### src/pkg/adcc_pkg.sv
// Constants, register map and carrier types of the converter control block
// Summary of operation
// [RULE1] Writing 1 to enable turns the converter on; writing 0 turns it off.
// [RULE2] Soft reset returns all registers but debug control to reset, disabled.
// [RULE3] Software disables the converter before issuing a soft reset.
// [RULE4] Conversion starts on software start bit or on an automatic trigger.
// [RULE5] Free-running: software starts the first, each end starts the next.
// [RULE6] Every finished conversion overwrites the result register.
// [RULE7] A new result before the pending one is read sets result-lost.
// [RULE8] Result-ready rises only once the result register holds the value.
// [RULE9] Conversion clock comes from the input clock through a prescaler.
// [RULE10] First conversion uses positive select plus scan offset.
// [RULE11] After each conversion the scan offset increments by one.
// [RULE12] Scan covers count plus one inputs; active when count is nonzero.
// [RULE13] Software keeps the scan range within the existing input channels.
// [RULE14] Negative codes 0-7 pins, 0x18 internal ground, 0x19 I/O ground.
// [RULE15] Positive select bits 4:0 choose the positive input.
// [RULE16] Software sets sampling length for bandgap or temperature inputs.
// [RULE17] Enable-set writes of 1 enable an interrupt; 0 changes nothing.
// [RULE18] A flag raises the request only while its enable bit is one.
// [RULE19] Flag register at 0x18 resets to zero; flags clear on writing 1.
// [RULE20] Sync-done sets when sync busy falls, unless enable or soft reset.
// [RULE21] After the last scan input the offset returns to zero.
// [RULE22] Starts are ignored while disabled; a running conversion completes. Here disabling drops it to idle and its result is not captured.
package adcc_pkg;

  localparam int ADDR_W = 8;
  localparam int DATA_W = 12;

  localparam logic [7:0] OFS_CONTROL_A_REG = 8'h00;
  localparam logic [7:0] OFS_DEBUG_CONTROL_REG = 8'h04;
  localparam logic [7:0] OFS_PRESCALER_REG = 8'h08;
  localparam logic [7:0] OFS_SOFTWARE_TRIGGER_REG = 8'h0c;
  localparam logic [7:0] OFS_INPUT_SELECT_CONTROL = 8'h10;
  localparam logic [7:0] OFS_IRQ_ENABLE_CLEAR_REG = 8'h14;
  localparam logic [7:0] OFS_CONVERTER_IRQ_FLAGS = 8'h18;
  localparam logic [7:0] OFS_CONVERTER_IRQ_ENABLE_SET = 8'h1c;
  localparam logic [7:0] OFS_STATUS_REG = 8'h20;
  localparam logic [7:0] OFS_RESULT_REG = 8'h24;
  localparam logic [7:0] OFS_WINDOW_CTRL_REG = 8'h28;
  localparam logic [7:0] OFS_WINDOW_BOUNDS_REG = 8'h2c;

  localparam int CTL_SOFT_RESET_BIT_BIT = 0;
  localparam int CTL_ENABLE_BIT = 1;
  localparam int CTL_FREERUN_BIT = 2;
  localparam int CTL_AUTOTRIG_BIT = 3;
  localparam int TRIG_START_BIT = 0;
  localparam int STAT_BUSY_BIT = 0;
  localparam int STAT_SYNC_BIT = 7;
  localparam int WIN_EN_BIT = 0;
  localparam int WIN_HI_LSB = 16;

  localparam int FLG_RESULT_READY = 0;
  localparam int FLG_RESULT_LOST = 1;
  localparam int FLG_WINDOW_MATCH = 2;
  localparam int FLG_SYNC_DONE = 3;
  localparam int FLG_W = 4;

  localparam int POS_LSB = 0;
  localparam int NEG_LSB = 8;
  localparam int SCAN_LSB = 16;
  localparam int OFFSET_LSB = 20;

  localparam logic [4:0] NEG_PIN_MAX_CODE = 5'h07;
  localparam logic [4:0] NEG_INT_GROUND_CODE = 5'h18;
  localparam logic [4:0] IO_GROUND_CODE = 5'h19;

  localparam logic [3:0] FLAGS_RESET = 4'h0;
  localparam logic [2:0] PRESC_RESET = 3'h0;

  localparam int CLK_PERIOD_NS = 20;
  localparam int SYNC_TIME_NS = 60;
  localparam int SYNC_CYCLES =
    (SYNC_TIME_NS + CLK_PERIOD_NS - 1) / CLK_PERIOD_NS;

  typedef struct packed {
    logic [4:0] pos;
    logic [4:0] neg;
    logic neg_valid;
  } adcc_mux_s;

  typedef enum logic [0:0] {
    ST_IDLE,
    ST_CONV
  } adcc_state_e;

endpackage

### src/adcc_control.sv
// Converter control: register slave, start logic, scan, result and flags
//
// The Avalon-MM slave port was left to the implementer.
`timescale 1ns/1ps
`default_nettype none
module adcc_control #(
  parameter int SYNC_LEN = adcc_pkg::SYNC_CYCLES
) (
  input wire logic sys_clk_i,
  input wire logic reset_n_i,
  input wire logic [adcc_pkg::ADDR_W-1:0] avs_address_i,
  input wire logic avs_read_i,
  input wire logic avs_write_i,
  input wire logic [31:0] avs_writedata_i,
  input wire logic [3:0] avs_byteenable_i,
  output logic [31:0] avs_readdata_o,
  output logic avs_waitrequest_o,
  output logic conv_clk_o,
  output logic conv_start_o,
  output adcc_pkg::adcc_mux_s conv_mux_o,
  input wire logic conv_done_i,
  input wire logic [adcc_pkg::DATA_W-1:0] conv_data_i,
  input wire logic trig_i,
  output logic irq_o
);
  import adcc_pkg::*;

  if (SYNC_LEN < 1 || SYNC_LEN > 255) begin : g_sync_len
    $error("SYNC_LEN out of range");
  end

  // Register state
  logic enable, free_run, auto_trig, dbg_run, win_en;
  logic [2:0] presc;
  logic [3:0] scan_offset, scan_count, scan_done;
  logic [4:0] pos_sel, neg_sel;
  logic [DATA_W-1:0] win_lo, win_hi, result;
  logic [FLG_W-1:0] irq_en, irq_flag;
  logic pending, pend_start, ack, sync_quiet;
  logic [7:0] sync_cnt;
  logic [8:0] psc_cnt;
  logic done_meta, done_sync, done_prev;
  logic trig_meta, trig_sync, trig_prev;
  adcc_state_e state;

  // Bus decode
  wire req = avs_read_i | avs_write_i;
  wire wr_fire = avs_write_i & ack;
  wire rd_fire = avs_read_i & ack;
  wire [31:0] wmask = {{8{avs_byteenable_i[3]}}, {8{avs_byteenable_i[2]}},
                       {8{avs_byteenable_i[1]}}, {8{avs_byteenable_i[0]}}};
  wire [31:0] wd = avs_writedata_i & wmask;
  wire wr_ctrl = wr_fire && avs_address_i == OFS_CONTROL_A_REG;
  wire wr_dbg = wr_fire && avs_address_i == OFS_DEBUG_CONTROL_REG;
  wire wr_presc = wr_fire && avs_address_i == OFS_PRESCALER_REG;
  wire wr_trig = wr_fire && avs_address_i == OFS_SOFTWARE_TRIGGER_REG;
  wire wr_input = wr_fire && avs_address_i == OFS_INPUT_SELECT_CONTROL;
  wire wr_ienclr = wr_fire && avs_address_i == OFS_IRQ_ENABLE_CLEAR_REG;
  wire wr_flags = wr_fire && avs_address_i == OFS_CONVERTER_IRQ_FLAGS;
  wire wr_ienset = wr_fire && avs_address_i == OFS_CONVERTER_IRQ_ENABLE_SET;
  wire wr_winctl = wr_fire && avs_address_i == OFS_WINDOW_CTRL_REG;
  wire wr_winbnd = wr_fire && avs_address_i == OFS_WINDOW_BOUNDS_REG;
  wire rd_result = rd_fire && avs_address_i == OFS_RESULT_REG;
  wire soft_rst = wr_ctrl & wd[CTL_SOFT_RESET_BIT_BIT]; // [RULE2]
  wire sync_busy = sync_cnt != 8'h00;
  wire [31:0] input_word = {8'h00, scan_offset, scan_count, 3'h0, neg_sel,
                            3'h0, pos_sel};
  wire [31:0] input_new = (input_word & ~wmask) | wd;
  wire [31:0] bounds_word = {4'h0, win_hi, 4'h0, win_lo};
  wire [31:0] bounds_new = (bounds_word & ~wmask) | wd;
  wire [31:0] ctrl_word = {28'h0, auto_trig, free_run, enable, 1'b0};
  wire [31:0] status_word = {24'h0, sync_busy, 6'h0, state == ST_CONV};

  wire [31:0] rd_val =
    avs_address_i == OFS_CONTROL_A_REG ? ctrl_word :
    avs_address_i == OFS_DEBUG_CONTROL_REG ? {31'h0, dbg_run} :
    avs_address_i == OFS_PRESCALER_REG ? {29'h0, presc} :
    avs_address_i == OFS_INPUT_SELECT_CONTROL ? input_word :
    avs_address_i == OFS_IRQ_ENABLE_CLEAR_REG ? {28'h0, irq_en} :
    avs_address_i == OFS_CONVERTER_IRQ_FLAGS ? {28'h0, irq_flag} :
    avs_address_i == OFS_CONVERTER_IRQ_ENABLE_SET ? {28'h0, irq_en} :
    avs_address_i == OFS_STATUS_REG ? status_word :
    avs_address_i == OFS_RESULT_REG ? {20'h0, result} :
    avs_address_i == OFS_WINDOW_CTRL_REG ? {31'h0, win_en} :
    avs_address_i == OFS_WINDOW_BOUNDS_REG ? bounds_word : 32'h0;

  // One wait state on every access
  assign avs_waitrequest_o = req & ~ack;

  always_ff @(posedge sys_clk_i or negedge reset_n_i) begin
    if (!reset_n_i) begin
      ack <= 1'b0;
      avs_readdata_o <= 32'h0;
    end else begin
      ack <= req & ~ack;
      if (avs_read_i & ~ack) begin
        avs_readdata_o <= rd_val;
      end
    end
  end

  // Input synchronisers
  always_ff @(posedge sys_clk_i or negedge reset_n_i) begin
    if (!reset_n_i) begin
      done_meta <= 1'b0;
      done_sync <= 1'b0;
      done_prev <= 1'b0;
      trig_meta <= 1'b0;
      trig_sync <= 1'b0;
      trig_prev <= 1'b0;
    end else begin
      done_meta <= conv_done_i;
      done_sync <= done_meta;
      done_prev <= done_sync;
      trig_meta <= trig_i;
      trig_sync <= trig_meta;
      trig_prev <= trig_sync;
    end
  end

  wire done_edge = done_sync & ~done_prev;
  wire trig_edge = trig_sync & ~trig_prev;
  wire conv_end = done_edge && state == ST_CONV;
  wire sw_start = wr_trig & wd[TRIG_START_BIT];
  wire start_req = sw_start | (auto_trig & trig_edge) | pend_start; // [RULE4]
  wire scan_on = scan_count != 4'h0; // [RULE12]
  wire scan_last = scan_done == scan_count;
  wire in_window = result_in_win(conv_data_i, win_lo, win_hi);
  function automatic logic result_in_win(input logic [DATA_W-1:0] v,
                                         input logic [DATA_W-1:0] lo,
                                         input logic [DATA_W-1:0] hi);
    result_in_win = (v >= lo) && (v <= hi);
  endfunction

  // Control registers
  always_ff @(posedge sys_clk_i or negedge reset_n_i) begin
    if (!reset_n_i) begin
      enable <= 1'b0;
      free_run <= 1'b0;
      auto_trig <= 1'b0;
      presc <= PRESC_RESET;
      win_en <= 1'b0;
      win_lo <= '0;
      win_hi <= '0;
    end else if (soft_rst) begin
      enable <= 1'b0;
      free_run <= 1'b0;
      auto_trig <= 1'b0;
      presc <= PRESC_RESET;
      win_en <= 1'b0;
      win_lo <= '0;
      win_hi <= '0;
    end else begin
      if (wr_ctrl & avs_byteenable_i[0]) begin
        enable <= wd[CTL_ENABLE_BIT]; // [RULE1]
        free_run <= wd[CTL_FREERUN_BIT];
        auto_trig <= wd[CTL_AUTOTRIG_BIT];
      end
      if (wr_presc & avs_byteenable_i[0]) begin
        presc <= wd[2:0];
      end
      if (wr_winctl & avs_byteenable_i[0]) begin
        win_en <= wd[WIN_EN_BIT];
      end
      if (wr_winbnd) begin
        win_lo <= bounds_new[DATA_W-1:0];
        win_hi <= bounds_new[WIN_HI_LSB +: DATA_W];
      end
    end
  end

  // Debug control survives soft reset
  always_ff @(posedge sys_clk_i or negedge reset_n_i) begin
    if (!reset_n_i) begin
      dbg_run <= 1'b0;
    end else if (wr_dbg & avs_byteenable_i[0]) begin
      dbg_run <= wd[0]; // [RULE2]
    end
  end

  // Input selection and scan
  always_ff @(posedge sys_clk_i or negedge reset_n_i) begin
    if (!reset_n_i) begin
      pos_sel <= 5'h0;
      neg_sel <= 5'h0;
      scan_count <= 4'h0;
      scan_offset <= 4'h0;
      scan_done <= 4'h0;
    end else if (soft_rst) begin
      pos_sel <= 5'h0;
      neg_sel <= 5'h0;
      scan_count <= 4'h0;
      scan_offset <= 4'h0;
      scan_done <= 4'h0;
    end else if (wr_input) begin
      pos_sel <= input_new[POS_LSB +: 5]; // [RULE15]
      neg_sel <= input_new[NEG_LSB +: 5];
      scan_count <= input_new[SCAN_LSB +: 4];
      scan_offset <= input_new[OFFSET_LSB +: 4];
      scan_done <= 4'h0;
    end else if (conv_end && scan_on) begin
      if (scan_last) begin
        scan_offset <= 4'h0; // [RULE21]
        scan_done <= 4'h0;
      end else begin
        scan_offset <= scan_offset + 4'h1; // [RULE11]
        scan_done <= scan_done + 4'h1;
      end
    end
  end

  // Conversion sequencing
  always_ff @(posedge sys_clk_i or negedge reset_n_i) begin
    if (!reset_n_i) begin
      state <= ST_IDLE;
      pend_start <= 1'b0;
      conv_start_o <= 1'b0;
      conv_mux_o <= '0;
    end else if (soft_rst || !enable) begin
      state <= ST_IDLE; // [RULE22]
      pend_start <= 1'b0;
      conv_start_o <= 1'b0;
    end else begin
      conv_start_o <= 1'b0;
      case (state)
        ST_IDLE: begin
          if (start_req) begin
            state <= ST_CONV;
            pend_start <= 1'b0;
            conv_start_o <= 1'b1;
            conv_mux_o.pos <= pos_sel + {1'b0, scan_offset}; // [RULE10]
            conv_mux_o.neg <= neg_sel;
            conv_mux_o.neg_valid <= neg_sel <= NEG_PIN_MAX_CODE ||
              neg_sel == NEG_INT_GROUND_CODE ||
              neg_sel == IO_GROUND_CODE; // [RULE14]
          end
        end
        ST_CONV: begin
          if (conv_end) begin
            state <= ST_IDLE;
            pend_start <= pend_start | free_run | sw_start |
                          (auto_trig & trig_edge); // [RULE5]
          end else if (sw_start | (auto_trig & trig_edge)) begin
            pend_start <= 1'b1; // [RULE22]
          end
        end
        default: begin
          state <= ST_IDLE;
        end
      endcase
    end
  end

  // Result capture and unread tracking
  always_ff @(posedge sys_clk_i or negedge reset_n_i) begin
    if (!reset_n_i) begin
      result <= '0;
      pending <= 1'b0;
    end else if (soft_rst) begin
      result <= '0;
      pending <= 1'b0;
    end else if (conv_end) begin
      result <= conv_data_i; // [RULE6]
      pending <= 1'b1;
    end else if (rd_result) begin
      pending <= 1'b0;
    end
  end

  // Sync busy: writes to synchronised registers
  wire sync_trigger = wr_ctrl | wr_input | wr_winctl | wr_winbnd;
  wire quiet_cause = soft_rst |
    (wr_ctrl && wd[CTL_ENABLE_BIT] != enable);

  always_ff @(posedge sys_clk_i or negedge reset_n_i) begin
    if (!reset_n_i) begin
      sync_cnt <= 8'h00;
      sync_quiet <= 1'b0;
    end else if (sync_trigger) begin
      sync_cnt <= 8'(SYNC_LEN);
      sync_quiet <= quiet_cause;
    end else if (sync_busy) begin
      sync_cnt <= sync_cnt - 8'h01;
    end
  end
  wire sync_fall = sync_cnt == 8'h01 && !sync_trigger;

  // Flag events, set beats clear
  wire [FLG_W-1:0] flag_set = {
    sync_fall & ~sync_quiet, // [RULE20]
    conv_end & win_en & in_window,
    conv_end & pending & ~rd_result, // [RULE7]
    conv_end // [RULE8]
  };
  wire [FLG_W-1:0] flag_clr = wr_flags ? wd[FLG_W-1:0] : '0;

  always_ff @(posedge sys_clk_i or negedge reset_n_i) begin
    if (!reset_n_i) begin
      irq_flag <= FLAGS_RESET;
      irq_en <= '0;
    end else if (soft_rst) begin
      irq_flag <= FLAGS_RESET;
      irq_en <= '0;
    end else begin
      irq_flag <= (irq_flag & ~flag_clr) | flag_set; // [RULE19]
      if (wr_ienset) begin
        irq_en <= irq_en | wd[FLG_W-1:0]; // [RULE17]
      end else if (wr_ienclr) begin
        irq_en <= irq_en & ~wd[FLG_W-1:0];
      end
    end
  end

  assign irq_o = |(irq_flag & irq_en); // [RULE18]
  // Prescaler: half period of 2^presc cycles
  wire [8:0] psc_limit = 9'((9'h1 << presc) - 9'h1);

  always_ff @(posedge sys_clk_i or negedge reset_n_i) begin
    if (!reset_n_i) begin
      psc_cnt <= 9'h0;
      conv_clk_o <= 1'b0;
    end else if (!enable || soft_rst) begin
      psc_cnt <= 9'h0;
      conv_clk_o <= 1'b0;
    end else if (psc_cnt >= psc_limit) begin
      psc_cnt <= 9'h0;
      conv_clk_o <= ~conv_clk_o; // [RULE9]
    end else begin
      psc_cnt <= psc_cnt + 9'h1;
    end
  end
endmodule
`default_nettype wire
### config.mk
export PLATFORM = sky130hd
export DESIGN_NAME = adcc_control
export DESIGN_NICKNAME = d
export VERILOG_FILES = /design/src/pkg/adcc_pkg.sv /design/src/adcc_control.sv
export SDC_FILE = /design/constraint.sdc
export NUM_CORES = 1
export LEC_CHECK = 0
export ABC_AREA = 1
export BUFFER_PORTS_ARGS = -buffer_cell sky130_fd_sc_hd__buf_2
export CAP_MARGIN = 20
export CORE_MARGIN = 8
export CORE_UTILIZATION = 55
export DETAILED_ROUTE_END_ITERATION = 10
export PLACE_DENSITY = 0.77
export SYNTH_ARGS = -nofsm -noshare
export SYNTH_HDL_FRONTEND = slang
export SYNTH_SLANG_ARGS = --single-unit
### constraint.sdc
create_clock -name sys_clk_i -period 3.4 [get_ports sys_clk_i]
set_input_delay 0.34 -clock sys_clk_i [delete_from_list [all_inputs] [get_ports sys_clk_i]]
set_output_delay 0.34 -clock sys_clk_i [all_outputs]
set_load 0.005 [all_outputs]
# After elaboration in Yosys (flattened, before gate mapping)
# Cells that the tools add are included.
# word_totals
memories	0
romBits	0
inputBits	62
wordCells	217
ramBits	0
latch_bits	0
ff_bits	147
output_inout_bits	47
# op_classes
reduce_logical	38
order_cmp	4
eq_ne	18
n_mux	66
multipliers	0
shifts	1
add_sub_neg	6
div_mod_pow	0
bitwise	49
# op_table
operator	count
$mux W28	11
$mux W12	6
$mux W4	15
$and A28 B28 Y28	2
$eq A8 B5 Y1 const B	4
$eq A8 B6 Y1 const B	4
$not A28 Y28	1
$or A28 B28 Y28	1
$and A24 B24 Y24	1
$or A24 B24 Y24	1
$mux W1	22
$mux W5	4
$and A1 B1 Y1	18
$mux W9	2
$eq A8 B4 Y1 const B	2
$logic_and A1 B1 Y1	16
$mux W8	2
$reduce_bool A2 Y1	8
$and A4 B4 Y4	3
$ge A12 B12 Y1	1
$le A12 B12 Y1	1
$eq A5 B5 Y1 const B	2
$or A1 B1 Y1	10
$add A9 B1 Y9 const B	1
27 further kinds	44

# Depth between registers and ports, before layout
# Gate-level depths: netlist of the first run.
# logic_depth
word_depth	12
mapped_depth	12
depth_no_buf	12

# Worst setup path after synthesis of the first run
# Ideal clock, no wire load.
# synth_timing
path_kind	input-to-reg
startpoint	input avs_address_i[4] (netlist bit)
endpoint	register win_lo[1]
path_buffers	1
required_ns	3.271
cell_stages	11
arrival_ns	1.545
slack_ns	1.727
setup_time_ns	0.129
cell_sequence	inv_1 > nand2_1 > nor2_2 > nand2_2 > nor2_1 > inv_1 > buf_2 > nand2_2 > nand2_1 > inv_2 > o22ai_1
# synth_via
elab_chain_cells	4
elab_cells_between_ends	7
classes_between	1 x eq/ne; 1 x mux; 1 x bitwise; 4 x reduce/logical
# synth_lines
item	line	rtl
start: declaration	adcc_control.sv:11	input wire logic [adcc_pkg::ADDR_W-1:0] avs_address_i,
$logic_not A8 Y1	adcc_control.sv:53	wire wr_ctrl = wr_fire && avs_address_i == OFS_CONTROL_A_REG;
$logic_and A1 B1 Y1	adcc_control.sv:53	
$and A1 B1 Y1	adcc_control.sv:64	wire soft_rst = wr_ctrl & wd[CTL_SOFT_RESET_BIT_BIT];
$mux W12 or $reduce_bool A2 Y1 (tied branches)	-	
end signal: assignment	adcc_control.sv:166	win_lo <= bounds_new[DATA_W-1:0];
end: declaration	adcc_control.sv:37	logic [DATA_W-1:0] win_lo, win_hi, result;
# Several ways; a longest one is shown, not always the timed one.
# A chain may end at the register's enable or synchronous reset.

# Final worst setup path of the first run
# layout_timing
startpoint	register ack
endpoint	register conv_mux_o[9] (netlist bit)
# layout_via
elab_chain_cells	6
elab_cells_between_ends	10
classes_between	6 x bitwise; 4 x reduce/logical
# layout_lines
item	line	rtl
start: declaration	adcc_control.sv:39	logic pending, pend_start, ack, sync_quiet;
start signal: assignment	adcc_control.sv:95	ack <= req & ~ack;
$and A1 B1 Y1 (*)	adcc_control.sv:48	wire wr_fire = avs_write_i & ack;
$logic_and A1 B1 Y1 (on tied branches)	adcc_control.sv:56, adcc_control.sv:53	
$and A1 B1 Y1 (on tied branches)	adcc_control.sv:124, adcc_control.sv:64	
$or A1 B1 Y1 or $logic_or A1 B1 Y1 (tied branches)	adcc_control.sv:125, adcc_control.sv:219	
$or A1 B1 Y1 or $not A1 Y1 (tied branches)	-	
$reduce_and A3 Y1 (no line) (*)	-	
end: declaration	adcc_control.sv:20	output adcc_pkg::adcc_mux_s conv_mux_o,
# Mark *: on every way between the ends. The rest lies on a longest branch, timed or not.

==> results of run 1 <==
==> metrics by stage <==
stage | power (µW) | hold WS [ps] | cell area, µm²
global route | 4400 | 9.16 | 9010
floorplan | 2150 | 44.4 | 7790
global placement | 2320 | 334 | 8390
detailed placement | 2340 | 337 | 8390
CTS | 4240 | 6.98 | 9010
finish | 4230 | 13.9 | 9010
==> critical path: cells and delay by family, from the launching register on <==
family                 cells  cell delay [ps]
AOI/OAI and AO/OA          1               60
buffers and inverters      2              250
DFF                        1              410
and+or+nand+nor            7             1350
==> final cells by class <==
type                            instances  area, µm²  share of cell area, %
Clock buffer                           20        467                   5.18
Clock inverter                         12        144                   1.60
Inverter                              128        485                   5.39
Multi-Input combinational cell        674       3650                   40.5
Sequential cell                       140       3500                   38.9
Tap cell                              180        225                   2.50
Timing Repair Buffer                  102        539                   5.98
==> logic make-up (layout without fill, tap and decap cells) <==
| kind of cell | Yosys count | in the layout |
|---|---|---|
| compound gates | 219 | 219 |
| flops | 140 | 140 |
| simple gates | 388 | 388 |
| xor+xnor | 14 | 14 |
| fa+ha+maj | 44 | 44 |
| buf+inv | 157 | 262 |
| other cells | 2 | 9 |
==> placed cells by master (no fill, tap or decap), types with 8 or more instances in the layout <==
cell,n
nand2_2,8
nor2_1,63
conb_1,9
o22ai_1,26
inv_1,123
dfrtp_1,140
a22oi_1,10
xor2_1,8
nand4_1,12
nand2_1,218
ha_1,43
nand3_1,58
clkbuf_16,17
a21oi_1,56
o21ai_2,8
nor3_1,9
buf_2,93
o21ai_0,100
==> sequential cells by signal, summed over array words and instances (netlist names), 3 cells and up <==
signal          flops
pos_sel             5
presc               3
result             12
scan_count          4
sync_cnt            8
scan_done           4
neg_sel             5
psc_cnt             9
avs_readdata_o     25
irq_en              4
irq_flag            4
win_lo             12
conv_mux_o         11
scan_offset         4
win_hi             12
==> timing repair <==
action                    in CTS  in global routing
hold buffers                   1                  0
resized for setup              0                  0
hold endpoints to repair      66                  0
==> routing by layer <==
| layer | global-route usage [%] | vias up | part of all wire, % |
|---|---|---|---|
| li1 | - | 3389 | - |
| met1 | 30.4 | 3309 | 42 |
| met2 | 39.4 | 277 | 48 |
| met3 | 4.79 | 52 | 6.3 |
| met4 | 11.5 | 0 | 3.4 |
| met5 | 0 | - | 0 |
==> final timing paths <==
path,start,end,slack [ps],cells past startpoint
max reg2reg,ack$_DFF_PN0_,conv_mux_o[9]$_DFFE_PN0P_,1190,10
max,ack$_DFF_PN0_,conv_mux_o[9]$_DFFE_PN0P_,1190,10
min in group asynchronous,reset_n_i,avs_readdata_o[5]$_DFFE_PN0P_,470,2
max in group asynchronous,reset_n_i,scan_count[0]$_DFFE_PN0P_,1990,3
min reg2reg,done_meta$_DFF_PN0_,done_sync$_DFF_PN0_,350,0
min,trig_i,trig_meta$_DFF_PN0_,10,1
==> where the power goes <==
part | switching [µW] | internal, µW
clock network | 714 | 1200
logic | 310 | 175
registers | 72.3 | 1750
==> summary.txt, run 1 <==
Run status
  – Outcome: finished, final reports clean

Pwr
  – Leakage Power: 0.00472 µW
  – Max VDD drop: 0.000379 V
  – PD cells: 469 nW/µm²

Layout
  – Post-Layout Cell Count: 1256
  – Share of layout cells above drive strength 1: 15.6%
  – Post-layout util: 65.2%
  – N_diodes: 0
  – Filler cell count: 1175
  – Nets: 1169
  – Area grow syn2layout: 16.1%

Yosys
  – Count leader, synth: nand2_1
  – Synth area leader: dfrtp_1
  – Warnings, synthesis: 0
  – Post-synth top cells: nand2_1, dfrtp_1, inv_1
  – Post-synthesis mux area share: 0%
  – Seq/Total Area, Yosys: 45.1%
  – #FFs+latches synth: 140
  – Largest family of logic cells by synthesized area: simple AND/OR/NAND/NOR gates
  – Largest cells by area after synthesis: dfrtp_1, nand2_1, ha_1, o21ai_0, inv_1
  – Synth async-reset ratio: 100%
  – Post-synth EDFFs: 0
  – Xor/xnor share of the synthesized area: 1.58%
  – Synth Area in Compound Gates: 15.9%
  – Share of the synthesized area in the top cell type: 45.1%
  – Syn_area_per_cell: 8.05 µm²
  – Post-synth cell types: 45
  – Post-Syn Area: 7760 µm²
  – Adder-Cell Fraction of Synth Area: 7.19%
  – Ys flop type: dfrtp_1
  – Gate Count Post-Synth: 964
  – Synth Area in Simple Gates: 21.9%

STA
  – Maximum clock frequency: 452 MHz
  – Fin worst setup slack: 1190 ps
  – Slew headroom: 31.6%
  – Layout Skew: 7.03 ps
  – TNS Setup: 0 ps
  – Slew Limit Fails: 0
  – Tightest Pin Transition: 1020 ps
  – Unrepaired setup endpoints after global routing: false
  – Final Hold Vio Count: 0
  – Finish-stage setup viols: 0
  – Min Clock Period, post-route: 2210 ps
  – Tcrit/Tclk final: 65.0%

Critical path
  – Worst Path Required: 3710 ps
  – Crit path cell chain: nand2_2 -> inv_4 -> nand2_4 -> nor2_8 -> nand2_4 -> nand2_2 -> nor3_4 -> inv_4 -> nand2_1 -> o21ai_2
  – CP arrival: 2520 ps
  – Crit-path slowest cell: dfrtp_1
  – Crit-path max FO: 34
  – Worst setup SP type: register
  – Max incr delay on CP: 410 ps
  – Setup CP Type: reg2reg
  – Setup crit end kind: register

Global route
  – Grt ovf: 0
  – First-pass GRT wire length: 34.9 mm
  – Vias in the first global route: 7048
  – Largest net degree at the start of global routing: 70
  – Total track usage: 24.2%
  – Initial antenna violation count: 0

Placed design
  – Dpl hpwl: 15.6 mm
  – PortBufs: 94
  – Pre-CTS WS: 899 ps
  – Placed insts: 1223
  – GP Congestion: 0.944

Detailed routing
  – Initial DRC count: 718
  – Drt wl/cell: 16.9 µm
  – Final ANT Viol Nets: 0
  – DRC viols: 0
  – Initial DRT Pass Iterations: 5
  – Via count: 7027
  – Drt total wl: 21.2 mm
  – Vias/cell: 5.59

Floorplan
  – Top Ports: 109
  – Die Width: 135 µm
  – CORE AREA: 13800 µm²
  – Die H: 135 µm
  – DIE AREA: 18200 µm²
  – Initial Util: 56.1%
  – Num rows: 43

CTS
  – Reg clk slew, reported paths: 60 ps
  – H-tree depth reported by CTS: 4
  – Clock Path Buffers: 2
  – TritonCTS Sinks: 140
  – Clock Latency Late Sink: 430 ps
  – CTS buffer count: 17
  – Clk root buf: clkbuf_16
  – CTS tree: built
  – # Post-CTS Setup Buffers: 0

Min path
  – Min-Delay Path Class: in2reg

Run
  – MaxCap Viol Count: 0
Note: power is estimated with default switching activity, not from simulation.
==> run 2: changes to the inputs <==
CORE_UTILIZATION = 52   (was 55)
PLACE_DENSITY = 0.76   (was 0.77)
clock period = 1.8 ns   (was 3.4 ns; I/O delays follow)
==> run 2 against run 1 <==
The run now ends with negative setup slack left. Final area grew 8.1%. Clock power is 94% higher. Global-route usage decreased by 0.21 points. Wire length rose by 9.8%. Worst hold slack improved by 29 ps. Clock skew is 1.6 ps higher. Flip-flop and latch count unchanged. Cell count grew 5.8%. First-iteration DRC count fell by 16%. Die area rose by 5.1%. Sequential power grew 89%. Largest power group unchanged. Highest routed layer unchanged.
==> summary.txt, run 2 (synthesized netlist as in run 1, its figures left out) <==
Run status
  – Outcome: finished with violations (was finished, final reports clean)
  – Failing checks: negative setup slack

Floorplan
  – CORE AREA: 14600 µm² (was 13800 µm²)
  – Die H: 138 µm (was 135 µm)
  – Num rows: 44 (was 43)
  – Die Width: 138 µm (was 135 µm)
  – Top Ports: 109 (unchanged)
  – DIE AREA: 19100 µm² (was 18200 µm²)
  – Initial Util: 53.2% (was 56.1%)

Global route
  – Initial antenna violation count: 0 (unchanged)
  – First-pass GRT wire length: 37.5 mm (was 34.9 mm)
  – Vias in the first global route: 7603 (was 7048)
  – Largest net degree at the start of global routing: 59 (was 70)
  – Total track usage: 24.0% (was 24.2%)
  – Grt ovf: 0 (unchanged)

STA
  – Unrepaired setup endpoints after global routing: true (was false)
  – Maximum clock frequency: 553 MHz (was 452 MHz)
  – Tightest Pin Transition: 551 ps (was 1020 ps)
  – Final Hold Vio Count: 0 (unchanged)
  – TNS Setup: -7.31 ps (was 0 ps)
  – Slew Limit Fails: 0 (unchanged)
  – Min Clock Period, post-route: 1810 ps (was 2210 ps)
  – Fin worst setup slack: -7.31 ps (was 1190 ps)
  – Tcrit/Tclk final: 100% (was 65.0%)
  – Layout Skew: 8.63 ps (was 7.03 ps)
  – Hold Slack: 42.8 ps (was 13.9 ps)
  – Slew headroom: 63.2% (was 31.6%)
  – Finish-stage setup viols: 1 (was 0)

Detailed routing
  – Initial DRC count: 606 (was 718)
  – Drt total wl: 23.3 mm (was 21.2 mm)
  – Final ANT Viol Nets: 0 (unchanged)
  – Initial DRT Pass Iterations: 5 (unchanged)
  – Drt wl/cell: 17.5 µm (was 16.9 µm)
  – Vias/cell: 5.59 (about the same)
  – Via count: 7432 (was 7027)
  – DRC viols: 0 (unchanged)

Layout
  – Commonest non-fill, non-tap cell in the layout: nand2_1 (unchanged)
  – Max reg flops: 25 (unchanged)
  – FF/Latch Area: 3510 µm² (was 3500 µm²)
  – Most flops, register: avs_readdata_o (unchanged)
  – Nets: 1238 (was 1169)
  – Area occupied by multi-input gates: 3820 µm² (was 3650 µm²)
  – Share of layout cells above drive strength 1: 22.6% (was 15.6%)
  – Most frequent cells in the layout: nand2_1, dfrtp_1, inv_1 (unchanged)
  – Post-route cell area: 9750 µm² (was 9010 µm²)
  – Filler cell count: 1201 (was 1175)
  – N_diodes: 0 (unchanged)
  – Area grow syn2layout: 25.6% (was 16.1%)

Min path
  – Hold Path Origin: avs_writedata_i[9] (was trig_i)
  – Worst hold path depth: 3 (was 1)
  – WHS Endpoint: neg_sel[1]$_DFFE_PN0P_ (was trig_meta$_DFF_PN0_)
  – Min-Delay Path Class: in2reg (unchanged)

CTS
  – CTS buffer count: 17 (unchanged)
  – Reg clk slew, reported paths: 60 ps (about the same)
  – TritonCTS Sinks: 140 (unchanged)
  – CTS tree: built (unchanged)
  – Clk root buf: clkbuf_16 (unchanged)
  – Clock Path Buffers: 2 (unchanged)
  – H-tree depth reported by CTS: 4 (unchanged)
  – Clock Latency Late Sink: 420 ps (was 430 ps)

Pwr
  – Leakage Power: 0.00505 µW (was 0.00472 µW)
  – Tot Pwr: 8190 µW (was 4230 µW)
  – Max VDD drop: 0.000624 V (was 0.000379 V)
  – PD cells: 841 nW/µm² (was 469 nW/µm²)

Critical path
  – CP arrival: 2160 ps (was 2520 ps)
  – Crit-path slowest cell: dfrtp_2 (was dfrtp_1)
  – Setup crit end kind: register (unchanged)
  – Worst r2r path cells: 10 (unchanged)
  – Max incr delay on CP: 470 ps (was 410 ps)
  – Worst Path Required: 2150 ps (was 3710 ps)
  – Critical R2R Launch: presc[1]$_DFFE_PN0P_ (was ack$_DFF_PN0_)
  – Crit path cell chain: a21oi_4 -> ha_4 -> a21oi_2 -> o21ai_1 -> nand2_1 -> nand4_1 -> nor2_2 -> buf_4 -> o21ai_0 -> nor2_1 (was nand2_2 -> inv_4 -> nand2_4 -> nor2_8 -> nand2_4 -> nand2_2 -> nor3_4 -> inv_4 -> nand2_1 -> o21ai_2)
  – Setup CP Type: reg2reg (unchanged)
  – Reg2Reg Capture Point: psc_cnt[2]$_DFF_PN0_ (was conv_mux_o[9]$_DFFE_PN0P_)
  – Worst setup SP type: register (unchanged)
  – FF-to-FF setup slack: -7 ps (was 1190 ps)
  – Crit-path max FO: 6 (was 34)

Placed design
  – Dpl hpwl: 17.0 mm (was 15.6 mm)
  – PortBufs: 94 (unchanged)
  – Area post-placement: 8830 µm² (was 8390 µm²)
  – GP Congestion: 0.933 (was 0.944)
  – Pre-CTS WS: -55.8 ps (was 899 ps)

Run
  – MaxCap Viol Count: 0 (unchanged)
run 2: cell count changes in the layout (fill, tap and decap cells not counted), sizes merged:
cell,delta
bufinv,+1
clkinvlp,-2
dlygate4sd3,+2
clkbuf,+1
clkinv,+2
buf,+65
run 2: how the worst max path moves through the flow:
stage	start	to	cells after the start
2_1_floorplan	presc[1]$_DFFE_PN0P_	conv_clk_o$_DFFE_PN0P_	10
3_3_place_gp	avs_address_i[0]	avs_readdata_o[3]$_DFFE_PN0P_	13
3_5_place_dp	avs_address_i[0]	avs_readdata_o[3]$_DFFE_PN0P_	13
4_1_cts	presc[1]$_DFFE_PN0P_	psc_cnt[4]$_DFF_PN0_	10
5_1_grt	presc[0]$_DFFE_PN0P_	psc_cnt[2]$_DFF_PN0_	10
6_report	presc[1]$_DFFE_PN0P_	psc_cnt[2]$_DFF_PN0_	10
run 2: final cells by class:
cell class | instances | share of cell area [%]
Clock buffer | 21 | 4.62
Clock inverter | 11 | 1.71
Inverter | 128 | 5.03
Multi-Input combinational cell | 674 | 39.1
Sequential cell | 140 | 36.0
Tap cell | 184 | 2.36
Timing Repair Buffer | 169 | 11.0
Timing Repair inverter | 2 | 0.167
run 2: worst max-delay path: cells and delay by family, from the launching register on:
family | cells | cell delay, ps
DFF | 1 | 470
AOI/OAI and AO/OA | 4 | 450
and+or+nand+nor | 4 | 430
adders and majority gates | 1 | 220
buffers and inverters | 1 | 140
run 2: metal layers:
layer | wire length (µm) | track usage, % | up-vias
met3 | 1680 | 6.13 | 77
met1 | 9620 | 29.2 | 3490
met4 | 984 | 12.8 | 0
met5 | 0 | 0 | -
met2 | 11000 | 38.5 | 349
li1 | - | - | 3516
run 2: where the power goes:
group	leakage (µW)	total [µW]	switching, µW	internal, µW
Combinational	0.00297	1020	637	388
Clock	0.000305	3720	1370	2350
Sequential	0.00178	3450	137	3310
Total	0.00505	8190	2140	6050
run 2: per-stage QoR:
stage	cells	utilization, %
2_1_floorplan	971	-
3_3_place_gp	1283	60.5
3_5_place_dp	1283	60.5
4_1_cts	1321	65.3
5_1_grt	1329	66.8
6_report	1329	66.8
run 2: repair_timing:
item                       4_1_cts  5_1_grt
cloned                           0        2
buffers inserted                 3        6
pin swaps                        7        9
hold buffers                     3        0
resized for setup               11       38
setup endpoints to repair       11       36
hold endpoints to repair        55        0
==> run 3: changes to the inputs <==
CORE_ASPECT_RATIO = 0.9   (was unset)
==> run 3 against run 2 <==
The flow still finishes with violations (negative setup slack). Non-clock buffer count down 19. Wire length fell by 5.5%. Clock-buffer cell count down 2. Via count is 2.8% lower. Setup slack worse by 16 ps. First-iteration DRC count down 6.9%. Clock power fell by 6.2%. Maximum frequency is 0.89% lower. Clock skew shrank 1.6 ps. Critical path depth unchanged. Flip-flop and latch count stayed put. Global-route usage shrank 0.76 points.
==> summary.txt, run 3 (synthesized netlist as in run 1, its figures left out) <==
Layout
  – N_diodes: 0 (unchanged)
  – Commonest non-fill, non-tap cell in the layout: nand2_1 (unchanged)
  – Share of layout cells above drive strength 1: 21.4% (was 22.6%)
  – Area grow syn2layout: 23.0% (was 25.6%)
  – Nets: 1217 (was 1238)
  – Filler cell count: 1247 (was 1201)
  – Most frequent cells in the layout: nand2_1, dfrtp_1, inv_1 (unchanged)
  – Most flops, register: avs_readdata_o (unchanged)
  – Post-layout util: 65.2% (was 66.8%)
  – Max reg flops: 25 (unchanged)

Floorplan
  – DIE AREA: 19100 µm² (about the same)
  – Top Ports: 109 (unchanged)
  – CORE AREA: 14700 µm² (was 14600 µm²)
  – Die Width: 145 µm (was 138 µm)
  – Die H: 132 µm (was 138 µm)
  – Initial Util: 53.0% (was 53.2%)
  – Num rows: 42 (was 44)

Pwr
  – Max VDD drop: 0.000658 V (was 0.000624 V)
  – Tot Pwr: 7940 µW (was 8190 µW)
  – Leakage Power: 0.00496 µW (was 0.00505 µW)
  – PD cells: 831 nW/µm² (was 841 nW/µm²)

Run
  – MaxCap Viol Count: 0 (unchanged)

Placed design
  – PortBufs: 94 (unchanged)
  – Pre-CTS WS: -135 ps (was -55.8 ps)
  – GP Congestion: 0.915 (was 0.933)
  – Dpl hpwl: 16.4 mm (was 17.0 mm)

STA
  – Layout Skew: 7.06 ps (was 8.63 ps)
  – Fin worst setup slack: -23.5 ps (was -7.31 ps)
  – Final Hold Vio Count: 0 (unchanged)
  – Min Clock Period, post-route: 1820 ps (was 1810 ps)
  – Finish-stage setup viols: 5 (was 1)
  – Tcrit/Tclk final: 101% (was 100%)
  – Slew Limit Fails: 0 (unchanged)
  – Maximum clock frequency: 548 MHz (was 553 MHz)
  – Unrepaired setup endpoints after global routing: true (unchanged)

CTS
  – Clock Path Buffers: 2 (unchanged)
  – Reg clk slew, reported paths: 60 ps (about the same)
  – Clock Latency Late Sink: 430 ps (was 420 ps)
  – CTS buffer count: 17 (unchanged)
  – H-tree depth reported by CTS: 4 (unchanged)
  – TritonCTS Sinks: 140 (unchanged)
  – Clk root buf: clkbuf_16 (unchanged)
  – CTS tree: built (unchanged)

Detailed routing
  – Drt total wl: 22.0 mm (was 23.3 mm)
  – Drt wl/cell: 16.6 µm (was 17.5 µm)
  – Vias/cell: 5.46 (was 5.59)
  – Via count: 7223 (was 7432)
  – Final ANT Viol Nets: 0 (unchanged)
  – DRC viols: 0 (unchanged)
  – Initial DRC count: 564 (was 606)
  – Initial DRT Pass Iterations: 5 (unchanged)

Critical path
  – Setup CP Type: reg2reg (unchanged)
  – Worst setup SP type: register (unchanged)
  – CP arrival: 2190 ps (was 2160 ps)
  – Setup crit end kind: register (unchanged)
  – Crit-path max FO: 6 (unchanged)
  – Worst Path Required: 2160 ps (was 2150 ps)

Global route
  – Total track usage: 23.3% (was 24.0%)
  – Initial antenna violation count: 0 (unchanged)
  – Grt ovf: 0 (unchanged)
  – First-pass GRT wire length: 35.1 mm (was 37.5 mm)
  – Vias in the first global route: 7162 (was 7603)
  – Largest net degree at the start of global routing: 48 (was 59)

Run status
  – Outcome: finished with violations (unchanged)
  – Failing checks: negative setup slack (unchanged)

Min path
  – Min-Delay Path Class: in2reg (unchanged)
[run 3: cell count changes in the layout (fill, tap and decap cells not counted), moves of 3 or more]
| cell | delta |
|---|---|
| buf_4 | -20 |
| nor2_2 | +3 |
| buf_12 | +3 |
| clkinvlp_4 | +3 |
| nand2_1 | +6 |
| nand2_2 | -5 |
| o21ai_2 | +3 |
[run 3: what timing repair did]
action / 4_1_cts / 5_1_grt
setup endpoints to repair: 10 / 17
hold buffers: 3 / 0
resized for setup: 11 / 24
hold endpoints to repair: 44 / 0
buffers inserted: 0 / 1
pin swaps: 7 / 11
[run 3: final timing paths]
kind | start | slack (ps) | to | depth (start not counted)
min reg2reg | done_meta$_DFF_PN0_ | 350 | done_sync$_DFF_PN0_ | 0
min | conv_data_i[4] | 40 | result[4]$_DFFE_PN0P_ | 3
max | presc[1]$_DFFE_PN0P_ | -20 | psc_cnt[4]$_DFF_PN0_ | 10
max reg2reg | presc[1]$_DFFE_PN0P_ | -20 | psc_cnt[4]$_DFF_PN0_ | 10
max in group asynchronous | reset_n_i | 900 | scan_offset[1]$_DFFE_PN0P_ | 3
min in group asynchronous | reset_n_i | 260 | sync_cnt[2]$_DFFE_PN0P_ | 2
[run 3: stage by stage]
step / cell area, µm² / std cells / hold WS [ps] / TNS [ps]
after global routing: 9550 / 1322 / 38.2 / -1330
after detailed placement: 8800 / 1286 / 153 / -1180
after CTS: 9450 / 1321 / 23.9 / -50.6
after floorplan: 7790 / 971 / -116 / 0
after global placement: 8800 / 1286 / 147 / 0
final: 9550 / 1322 / 41.9 / -93.6
[run 3: power breakdown]
group          internal [µW]  switching (µW)
Combinational            379             613
Sequential              3310             140
Clock                   2080            1410
Total                   5770            2170
[run 3: final cells by class]
| cell class | instances | area, µm² | share of cell area, % |
|---|---|---|---|
| Inverter | 128 | 485 | 5.08 |
| Clock inverter | 13 | 141 | 1.48 |
| Tap cell | 198 | 248 | 2.59 |
| Clock buffer | 19 | 443 | 4.64 |
| Timing Repair Buffer | 150 | 958 | 10.0 |
| Sequential cell | 140 | 3510 | 36.7 |
| Multi-Input combinational cell | 674 | 3770 | 39.5 |
[run 3: per-layer routing]
layer / track usage [%] / vias up / part of all wire (%)
met5: 0 / - / 0
met2: 35.8 / 300 / 46
met1: 31.0 / 3393 / 44
li1: - / 3479 / -
met3: 6.12 / 51 / 7.4
met4: 7.91 / 0 / 2.5
[run 3: critical path, stage by stage (launching register included)]
cell     delay [ps]
dfrtp_2         470
a21oi_2         180
ha_4            230
a21oi_2         140
o21ai_1          70
nand2_1          70
nand4_1         160
nor2_2          170
buf_6           130
o21ai_2          40
nor2_1           90
